<file path="src/rtl/mcuic_params.svh">
// constants for the interrupt controller: field positions, reset values, timing
`ifndef MCUIC_PARAMS_SVH
`define MCUIC_PARAMS_SVH
`define MCUIC_CTL_GLOBAL_EN 7
`define MCUIC_CTL_PERIPH_EN 6
`define MCUIC_CTL_TIMER_EN 5
`define MCUIC_CTL_PIN_EN 4
`define MCUIC_CTL_CHANGE_EN 3
`define MCUIC_CTL_TIMER_FLAG 2
`define MCUIC_CTL_PIN_FLAG 1
`define MCUIC_CTL_CHANGE_FLAG 0
`define MCUIC_PF_CONV_FLAG 6
`define MCUIC_CTL_RESET 8'h00
`define MCUIC_PER_RESET 8'h00
`define MCUIC_VECTOR 13'h0004
`define MCUIC_SYNC_CYCLES 2
`define MCUIC_RETURN_CYCLES 2
`endif

</file>
<file path="src/rtl/mcuic_pkg.sv">
// types shared by the interrupt controller files
package mcuic_pkg;
    typedef struct packed {
        logic [7:0] data;
        logic ctl_we;
        logic pfa_we;
        logic pfb_we;
        logic pea_we;
        logic peb_we;
    } mcuic_wr_t;
    typedef struct packed {
        logic ext_pin;
        logic timer_zero_ovf;
        logic [3:0] port_change_pins;
        logic adc_done;
        logic [7:0] periph_b_events;
    } mcuic_evt_t;
    typedef enum logic [1:0] {
        MCUIC_RUN = 2'b00,
        MCUIC_VEC = 2'b01,
        MCUIC_RET = 2'b10
    } mcuic_state_t;
endpackage

</file>
<file path="src/rtl/mcuic_edge.sv">
// one-bit edge detector giving a single-cycle pulse
`timescale 1ns/10ps
`default_nettype none
module mcuic_edge (
    input wire logic ref_clk,
    input wire logic rstn,
    input wire logic sig,
    output logic pulse
);
    logic last_reg;
    logic last_next;
    // track previous level
    always_comb
    begin
        last_next = sig;
    end
    always_ff @(posedge ref_clk or negedge rstn)
    begin
        if (!rstn)
            last_reg <= 1'b0;
        else
            last_reg <= last_next;
    end
    assign pulse = sig ^ last_reg; // either edge
endmodule
`default_nettype wire

</file>
<file path="src/rtl/mcuic_top.sv">
// interrupt controller of a small 8-bit core: flags, masks, global enable, vectoring
// Notes on behaviour
// - sources: pin, timer, port change, converter, eight flag register b events
// - flags set regardless of mask or enable
// - global enable bit 7 gates all requests
// - enabled unmasked flagged source vectors at once
// - reset clears the global enable
// - return instruction sets global enable again
// - core flags in control, peripheral in others
// - accept clears enable, pushes, jumps 0004h
// - external events reach vector in 3-4 cycles
// - acknowledge during enable clear still vectors
// - return loads stack top, takes two cycles
`timescale 1ns/10ps
`default_nettype none
`include "mcuic_params.svh"
module mcuic_top (
    input wire logic ref_clk,
    input wire logic rstn,
    input wire mcuic_pkg::mcuic_evt_t events,
    input wire mcuic_pkg::mcuic_wr_t wr,
    input wire logic ext_edge_rising,
    input wire logic return_from_irq,
    input wire logic [12:0] stack_top,
    input wire logic [12:0] pc_now,
    output logic [7:0] irq_control_reg,
    output logic [7:0] periph_flag_reg_a,
    output logic [7:0] periph_flag_reg_b,
    output logic [7:0] periph_enable_reg_a,
    output logic [7:0] periph_enable_reg_b,
    output logic vector_take,
    output logic [12:0] pc_load,
    output logic pc_load_en,
    output logic stack_push,
    output logic [12:0] stack_push_data,
    output logic stack_pop,
    output logic in_service
);
    import mcuic_pkg::*;

    logic [1:0] ext_sync_reg;
    logic [1:0] ext_sync_next;
    logic [3:0] pc_sync1_reg;
    logic [3:0] pc_sync2_reg;
    logic [3:0] pc_sync1_next;
    logic [3:0] pc_sync2_next;
    logic [3:0] pc_change;
    logic ext_prev_reg;
    logic ext_prev_next;
    logic ext_event;
    logic rb_event;
    logic [7:0] ctl_reg;
    logic [7:0] ctl_next;
    logic [7:0] pfa_reg;
    logic [7:0] pfa_next;
    logic [7:0] pfb_reg;
    logic [7:0] pfb_next;
    logic [7:0] pea_reg;
    logic [7:0] pea_next;
    logic [7:0] peb_reg;
    logic [7:0] peb_next;
    logic irq_pending;
    mcuic_state_t state_reg;
    mcuic_state_t state_next;
    logic [1:0] cnt_reg;
    logic [1:0] cnt_next;
    logic take_reg;
    logic take_next;
    logic [12:0] pcl_reg;
    logic [12:0] pcl_next;
    logic pcl_en_reg;
    logic pcl_en_next;
    logic push_reg;
    logic push_next;
    logic [12:0] push_data_reg;
    logic [12:0] push_data_next;
    logic pop_reg;
    logic pop_next;
    logic svc_reg;
    logic svc_next;

    // two-stage sampling of the external pin and change pins; adds the latency spread
    always_comb
    begin
        ext_sync_next = {ext_sync_reg[0], events.ext_pin};
        ext_prev_next = ext_sync_reg[1];
        pc_sync1_next = events.port_change_pins;
        pc_sync2_next = pc_sync1_reg;
    end
    always_ff @(posedge ref_clk or negedge rstn)
    begin
        if (!rstn)
        begin
            ext_sync_reg <= 2'b00;
            ext_prev_reg <= 1'b0;
            pc_sync1_reg <= 4'h0;
            pc_sync2_reg <= 4'h0;
        end
        else
        begin
            ext_sync_reg <= ext_sync_next;
            ext_prev_reg <= ext_prev_next;
            pc_sync1_reg <= pc_sync1_next;
            pc_sync2_reg <= pc_sync2_next;
        end
    end

    // selected edge of external pin
    assign ext_event = ext_edge_rising ? (ext_sync_reg[1] & ~ext_prev_reg)
                                       : (~ext_sync_reg[1] & ext_prev_reg);

    // one change detector per upper port pin
    genvar gi;
    generate
        for (gi = 0; gi < 4; gi++)
        begin : g_chg
            mcuic_edge u_edge (
                .ref_clk(ref_clk),
                .rstn(rstn),
                .sig(pc_sync2_reg[gi]),
                .pulse(pc_change[gi])
            );
        end
    endgenerate
    assign rb_event = |pc_change;

    // request when enabled and any flag meets its mask
    always_comb
    begin
        irq_pending = ctl_reg[`MCUIC_CTL_GLOBAL_EN] & (
            (ctl_reg[`MCUIC_CTL_TIMER_EN] & ctl_reg[`MCUIC_CTL_TIMER_FLAG]) |
            (ctl_reg[`MCUIC_CTL_PIN_EN] & ctl_reg[`MCUIC_CTL_PIN_FLAG]) |
            (ctl_reg[`MCUIC_CTL_CHANGE_EN] & ctl_reg[`MCUIC_CTL_CHANGE_FLAG]) |
            (ctl_reg[`MCUIC_CTL_PERIPH_EN] & ((|(pfa_reg & pea_reg)) | (|(pfb_reg & peb_reg)))));
    end

    // flag and enable registers: software write first, hardware set wins
    always_comb
    begin
        ctl_next = wr.ctl_we ? wr.data : ctl_reg; // software write path
        pfa_next = wr.pfa_we ? wr.data : pfa_reg;
        pfb_next = wr.pfb_we ? wr.data : pfb_reg;
        pea_next = wr.pea_we ? wr.data : pea_reg;
        peb_next = wr.peb_we ? wr.data : peb_reg;
        if (state_reg == MCUIC_RUN && irq_pending)
            ctl_next[`MCUIC_CTL_GLOBAL_EN] = 1'b0;
        // a return is ignored while a request wins, so it must not re-enable then
        if (state_reg == MCUIC_RUN && return_from_irq && !irq_pending)
            ctl_next[`MCUIC_CTL_GLOBAL_EN] = 1'b1;
        if (events.timer_zero_ovf)
            ctl_next[`MCUIC_CTL_TIMER_FLAG] = 1'b1;
        if (ext_event)
            ctl_next[`MCUIC_CTL_PIN_FLAG] = 1'b1;
        if (rb_event)
            ctl_next[`MCUIC_CTL_CHANGE_FLAG] = 1'b1;
        if (events.adc_done)
            pfa_next[`MCUIC_PF_CONV_FLAG] = 1'b1;
        pfb_next = pfb_next | events.periph_b_events;
    end
    always_ff @(posedge ref_clk or negedge rstn)
    begin
        if (!rstn)
        begin
            ctl_reg <= `MCUIC_CTL_RESET;
            pfa_reg <= `MCUIC_PER_RESET;
            pfb_reg <= `MCUIC_PER_RESET;
            pea_reg <= `MCUIC_PER_RESET;
            peb_reg <= `MCUIC_PER_RESET;
        end
        else
        begin
            ctl_reg <= ctl_next;
            pfa_reg <= pfa_next;
            pfb_reg <= pfb_next;
            pea_reg <= pea_next;
            peb_reg <= peb_next;
        end
    end

    // vectoring and return sequencer
    always_comb
    begin
        state_next = state_reg;
        cnt_next = cnt_reg;
        take_next = 1'b0;
        pcl_next = pcl_reg;
        pcl_en_next = 1'b0;
        push_next = 1'b0;
        push_data_next = push_data_reg;
        pop_next = 1'b0;
        svc_next = svc_reg;
        unique case (state_reg)
            MCUIC_RUN:
            begin
                if (irq_pending)
                begin
                    state_next = MCUIC_VEC;
                    take_next = 1'b1;
                    push_next = 1'b1;
                    push_data_next = pc_now;
                    pcl_next = `MCUIC_VECTOR;
                    pcl_en_next = 1'b1;
                    svc_next = 1'b1;
                end
                else if (return_from_irq)
                begin
                    state_next = MCUIC_RET;
                    pop_next = 1'b1;
                    pcl_next = stack_top;
                    pcl_en_next = 1'b1;
                    cnt_next = 2'(`MCUIC_RETURN_CYCLES - 1);
                end
            end
            MCUIC_VEC:
            begin
                state_next = MCUIC_RUN;
            end
            MCUIC_RET:
            begin
                if (cnt_reg == 2'd1)
                begin
                    state_next = MCUIC_RUN;
                    svc_next = 1'b0;
                end
                cnt_next = cnt_reg - 2'd1;
            end
            default:
            begin
                state_next = MCUIC_RUN;
            end
        endcase
    end
    always_ff @(posedge ref_clk or negedge rstn)
    begin
        if (!rstn)
        begin
            state_reg <= MCUIC_RUN;
            cnt_reg <= 2'd0;
            take_reg <= 1'b0;
            pcl_reg <= 13'h0000;
            pcl_en_reg <= 1'b0;
            push_reg <= 1'b0;
            push_data_reg <= 13'h0000;
            pop_reg <= 1'b0;
            svc_reg <= 1'b0;
        end
        else
        begin
            state_reg <= state_next;
            cnt_reg <= cnt_next;
            take_reg <= take_next;
            pcl_reg <= pcl_next;
            pcl_en_reg <= pcl_en_next;
            push_reg <= push_next;
            push_data_reg <= push_data_next;
            pop_reg <= pop_next;
            svc_reg <= svc_next;
        end
    end

    // outputs straight from flip-flops
    assign irq_control_reg = ctl_reg;
    assign periph_flag_reg_a = pfa_reg;
    assign periph_flag_reg_b = pfb_reg;
    assign periph_enable_reg_a = pea_reg;
    assign periph_enable_reg_b = peb_reg;
    assign vector_take = take_reg;
    assign pc_load = pcl_reg;
    assign pc_load_en = pcl_en_reg;
    assign stack_push = push_reg;
    assign stack_push_data = push_data_reg;
    assign stack_pop = pop_reg;
    assign in_service = svc_reg;

    // checks
    flag_set_a: assert property (@(posedge ref_clk) disable iff (!rstn)
        events.timer_zero_ovf |=> ctl_reg[`MCUIC_CTL_TIMER_FLAG])
        else $error("timer flag not set");
    adc_flag_a: assert property (@(posedge ref_clk) disable iff (!rstn)
        events.adc_done |=> pfa_reg[`MCUIC_PF_CONV_FLAG])
        else $error("converter flag not set");
    gie_block_a: assert property (@(posedge ref_clk) disable iff (!rstn)
        !ctl_reg[`MCUIC_CTL_GLOBAL_EN] |=> !take_reg)
        else $error("vector taken while disabled");
    vector_now_a: assert property (@(posedge ref_clk) disable iff (!rstn)
        (state_reg == MCUIC_RUN && irq_pending) |=> take_reg && pcl_en_reg)
        else $error("pending request not vectored");
    vector_addr_a: assert property (@(posedge ref_clk) disable iff (!rstn)
        take_reg |-> pcl_reg == `MCUIC_VECTOR && push_reg && !ctl_reg[`MCUIC_CTL_GLOBAL_EN])
        else $error("bad vector sequence");
    ret_gie_a: assert property (@(posedge ref_clk) disable iff (!rstn)
        (state_reg == MCUIC_RUN && !irq_pending && return_from_irq) |=> ctl_reg[`MCUIC_CTL_GLOBAL_EN])
        else $error("return did not re-enable");
    ret_len_a: assert property (@(posedge ref_clk) disable iff (!rstn)
        $rose(pop_reg) |-> state_reg == MCUIC_RET ##1 state_reg == MCUIC_RUN)
        else $error("return not two cycles");
    ext_latency_a: assert property (@(posedge ref_clk) disable iff (!rstn)
        (ext_edge_rising && $rose(events.ext_pin)) |-> ##3 ctl_reg[`MCUIC_CTL_PIN_FLAG])
        else $error("pin flag late");
    reset_gie_a: assert property (@(posedge ref_clk)
        !rstn |-> !ctl_reg[`MCUIC_CTL_GLOBAL_EN])
        else $error("enable set in reset");
endmodule
`default_nettype wire

</file>
<file path="config.mk">
export PLATFORM = sky130hd
export DESIGN_NAME = mcuic_top
export DESIGN_NICKNAME = d
export VERILOG_FILES = /design/src/rtl/mcuic_pkg.sv /design/src/rtl/mcuic_edge.sv /design/src/rtl/mcuic_top.sv
export VERILOG_INCLUDE_DIRS = /design/src /design/src/rtl
export SDC_FILE = /design/constraint.sdc
export NUM_CORES = 1
export LEC_CHECK = 0
export ABC_CLOCK_PERIOD_IN_PS = 4400
export BUFFER_PORTS_ARGS = -buffer_cell sky130_fd_sc_hd__clkbuf_2
export CORE_UTILIZATION = 52
export CTS_CLUSTER_SIZE = 28
export DETAILED_ROUTE_END_ITERATION = 6
export PLACE_DENSITY_LB_ADDON = 0.3
export SLEW_MARGIN = 20
export SYNTH_ARGS = -nofsm -noshare
export SYNTH_HDL_FRONTEND = slang
export SYNTH_SLANG_ARGS = --single-unit
</file>
<file path="constraint.sdc">
create_clock -name ref_clk -period 4.4 [get_ports ref_clk]
set_clock_uncertainty 0.15 [all_clocks]
set_input_delay 0.22 -clock ref_clk [delete_from_list [all_inputs] [get_ports ref_clk]]
set_output_delay 0.22 -clock ref_clk [all_outputs]
set_load 0.1 [all_outputs]
</file>
==> results_dict.tcl <==
set metrics [dict create \
    cp-start-kind "flop" \
    internal-power_mw 1.638 \
    dieArea_um2 6916 \
    clock_power_share 0.163 \
    core_area_um2 6350 \
    rsz0062_at_grt "no" \
    crit_fanout 17 \
    status "finished, final reports clean" \
    ys_types 34 \
    worstSkewPairLatency_ns 0.35 \
    layout.nets 466 \
    wl_um 8187 \
    report.final.hold_viol_count 0 \
    worstHoldStart "wr[12]" \
    first_pass_iters 4 \
    final-max-slew-violation-count 0 \
    drtIter0Drc 106 \
    tightest_slew_ns 0.7790 \
    clock-root-buffer "clkbuf_8" \
    critPathRequiredTime_ns 4.49 \
    hp-class "primary input to flop" \
    setup-violations-final 0 \
    p_comb_frac 0.521 \
    syn-cell-area_um2 3426 \
    antenna_found_initial 0 \
    placed_area_um2 4096 \
    arrival_ns 2.19 \
    fmax_mhz 476.1 \
    ff_latch_area_um2 2227 \
    grt_max_degree 90 \
    pre_cts_ws_ns 2.291 \
    io_pins 129 \
    synth_top_cell_area_share 0.6501 \
    reg2reg_depth 6 \
    cpPeakStageDelay_ns 0.40 \
    power.leakage_nw 2.349 \
    period_share 0.4774 \
    grt_usage 0.2574 \
    min_period_ns 2.101 \
    ant_nets 0 \
    synth_area_leaders "dfrtp_1, mux2_2, mux2_4, a211o_1, a22o_1" \
    htree_levels 3 \
    path_class "flop to flop" \
    post-cts-setup-buffers 0 \
    synth-main-ff-cell "dfrtp_1" \
    worst-path-buf-inv 0 \
    powerDensity_nw_per_um2 722.2 \
    rows 29 \
    fin_util 0.7565 \
    portBuffers 128 \
    multi_input_area_um2 1100 \
    p_sw_mw 1.831 \
    rr_startpoint "periph_enable_reg_a[7]" \
    ys_warn_count 0 \
    grt_pass1_wl_um 13450 \
    ir_worst_vdd_v 0.0007062 \
    drive_above_1_share 0.4684 \
    cts.sinks 89 \
    drc 0 \
    ys_seq_area_frac 0.6501 \
    overflow 0 \
    fill_cells 420 \
    yosys.area.top_type "dfrtp_1" \
    drt-vias-per-instance 5.243 \
    post-route-cell-area_um2 4803 \
    holdPathEnd "periph_enable_reg_a[7]" \
    sequentialPowerShare 0.316 \
    finalSetupTns_ns 0 \
    synthToLayoutAreaGrowth_pct 40.21 \
    path_cells "a22oi_1, nand2_1, nor4_4, o21ai_4, nand2_4, mux2_2" \
    place.gp.congestion 0.7734 \
    die_h_um 83.17 \
    critPathTopFamily "simple AND/OR/NAND/NOR gates" \
    syn_inst 227 \
    ys_ff_latch 89 \
    synth-edff-count 0 \
    worstReg2RegEnd "stack_push_data[0]" \
    chipWidth_um 83.17 \
    dp_hpwl_um 5094 \
    drv_cap 0 \
    wl_per_cell_um 16.74 \
    swShare 0.5278 \
    cts_tree "yes" \
    ys_async_sr_fraction 1.000 \
    cts_buffers 9 \
    max-clock-path-buffers 2 \
    maxSlewHeadroom 0.4807 \
    hold_depth 2 \
    syn-num-nets 286 \
    avgSynthCellArea_um2 15.09 \
    critPathCaptureType "flop" \
    vias 2564 \
    r2r_slack_ns 2.30 \
    crit_slowest_cell "dfrtp_1" \
    start_util 0.5395 \
    antenna_cells 0 \
    first_global_vias 2642 \
    layout_commonest_cell "clkbuf_2" \
    path_clk_slew_ns 0.09 \
    worst_slack_ns 2.299 \
    layout_common_cells "clkbuf_2, dfrtp_1, dlygate4sd3_1" \
]
==> cell type report <==
cell class,instances,share of cell area
Clock buffer,10,0.02865
Clock inverter,6,0.01355
Inverter,8,0.006252
Multi-Input combinational cell,121,0.2290
Sequential cell,89,0.4637
Tap cell,77,0.02006
Timing Repair Buffer,178,0.2389
==> metal layers <==
layer  vias to the layer above  track usage  wire [um]
met1                      1274       0.3080       3220
met3                        24      0.05467        404
met2                        92       0.4322       4266
met5                         -            0          0
li1                       1174            -          -
met4                         0       0.1473        295
==> worst max path at each step <==
stage / startpoint / slack [ns] / to / depth (start not counted)
floorplan: periph_flag_reg_a[0] / 1.94 / stack_push_data[10] / 7
global placement: periph_flag_reg_a[7] / 2.34 / stack_push_data[3] / 6
detailed placement: periph_flag_reg_a[7] / 2.29 / stack_push_data[3] / 6
CTS: periph_enable_reg_a[7] / 2.29 / stack_push_data[5] / 6
global route: periph_flag_reg_a[2] / 2.19 / stack_push_data[1] / 6
finish: periph_enable_reg_a[7] / 2.30 / stack_push_data[0] / 6
==> cell families (layout without fill, tap and decap cells) <==
logic type,after synthesis,after routing,synth area share
AOI/OAI and AO/OA,42,42,0.1052
xor gates and xnor gates,5,5,0.01278
adders and majority gates,1,1,0.003652
buffers and inverters,17,202,0.02885
DFF,89,89,0.6501
muxes,42,42,0.1439
and+or+nand+nor,31,31,0.05551
==> timing repair <==
item | in CTS | in global routing
hold buffers | 50 | 0
endpoints found under the hold margin | 131 | 0
resized for setup | 0 | 0
==> through the flow <==
| step | total power, mW | hold WS, ns | cells |
|---|---|---|---|
| floorplan | 2.613 | -0.2256 | 227 |
| global placement | 2.842 | 0.1777 | 423 |
| detailed placement | 2.868 | 0.1796 | 423 |
| CTS | 3.480 | 0.001711 | 489 |
| global route | 3.603 | 0.02159 | 489 |
| finish | 3.469 | 0.01740 | 489 |
==> synthesized netlist by cell type (3+ instances only) <==
cell type and count:
a211o_1 10, a22o_1 8, a22o_2 4, a22oi_1 9, clkbuf_1 5, dfrtp_1 89, inv_1 8, mux2_2 34
mux2_4 6, nand2_1 9, nand2b_1 3, nor2b_1 10, xor2_1 4
==> power by group through the flow <==
stage / registers [mW] / clock network, mW / logic [mW]
finish: 1.10 / 0.565 / 1.81
global route: 1.12 / 0.614 / 1.87
CTS: 1.09 / 0.581 / 1.81
detailed placement: 1.10 / 0 / 1.76
global placement: 1.10 / 0 / 1.75
floorplan: 2.17 / 0 / 0.447
Note: power is estimated with default switching activity, not from simulation.
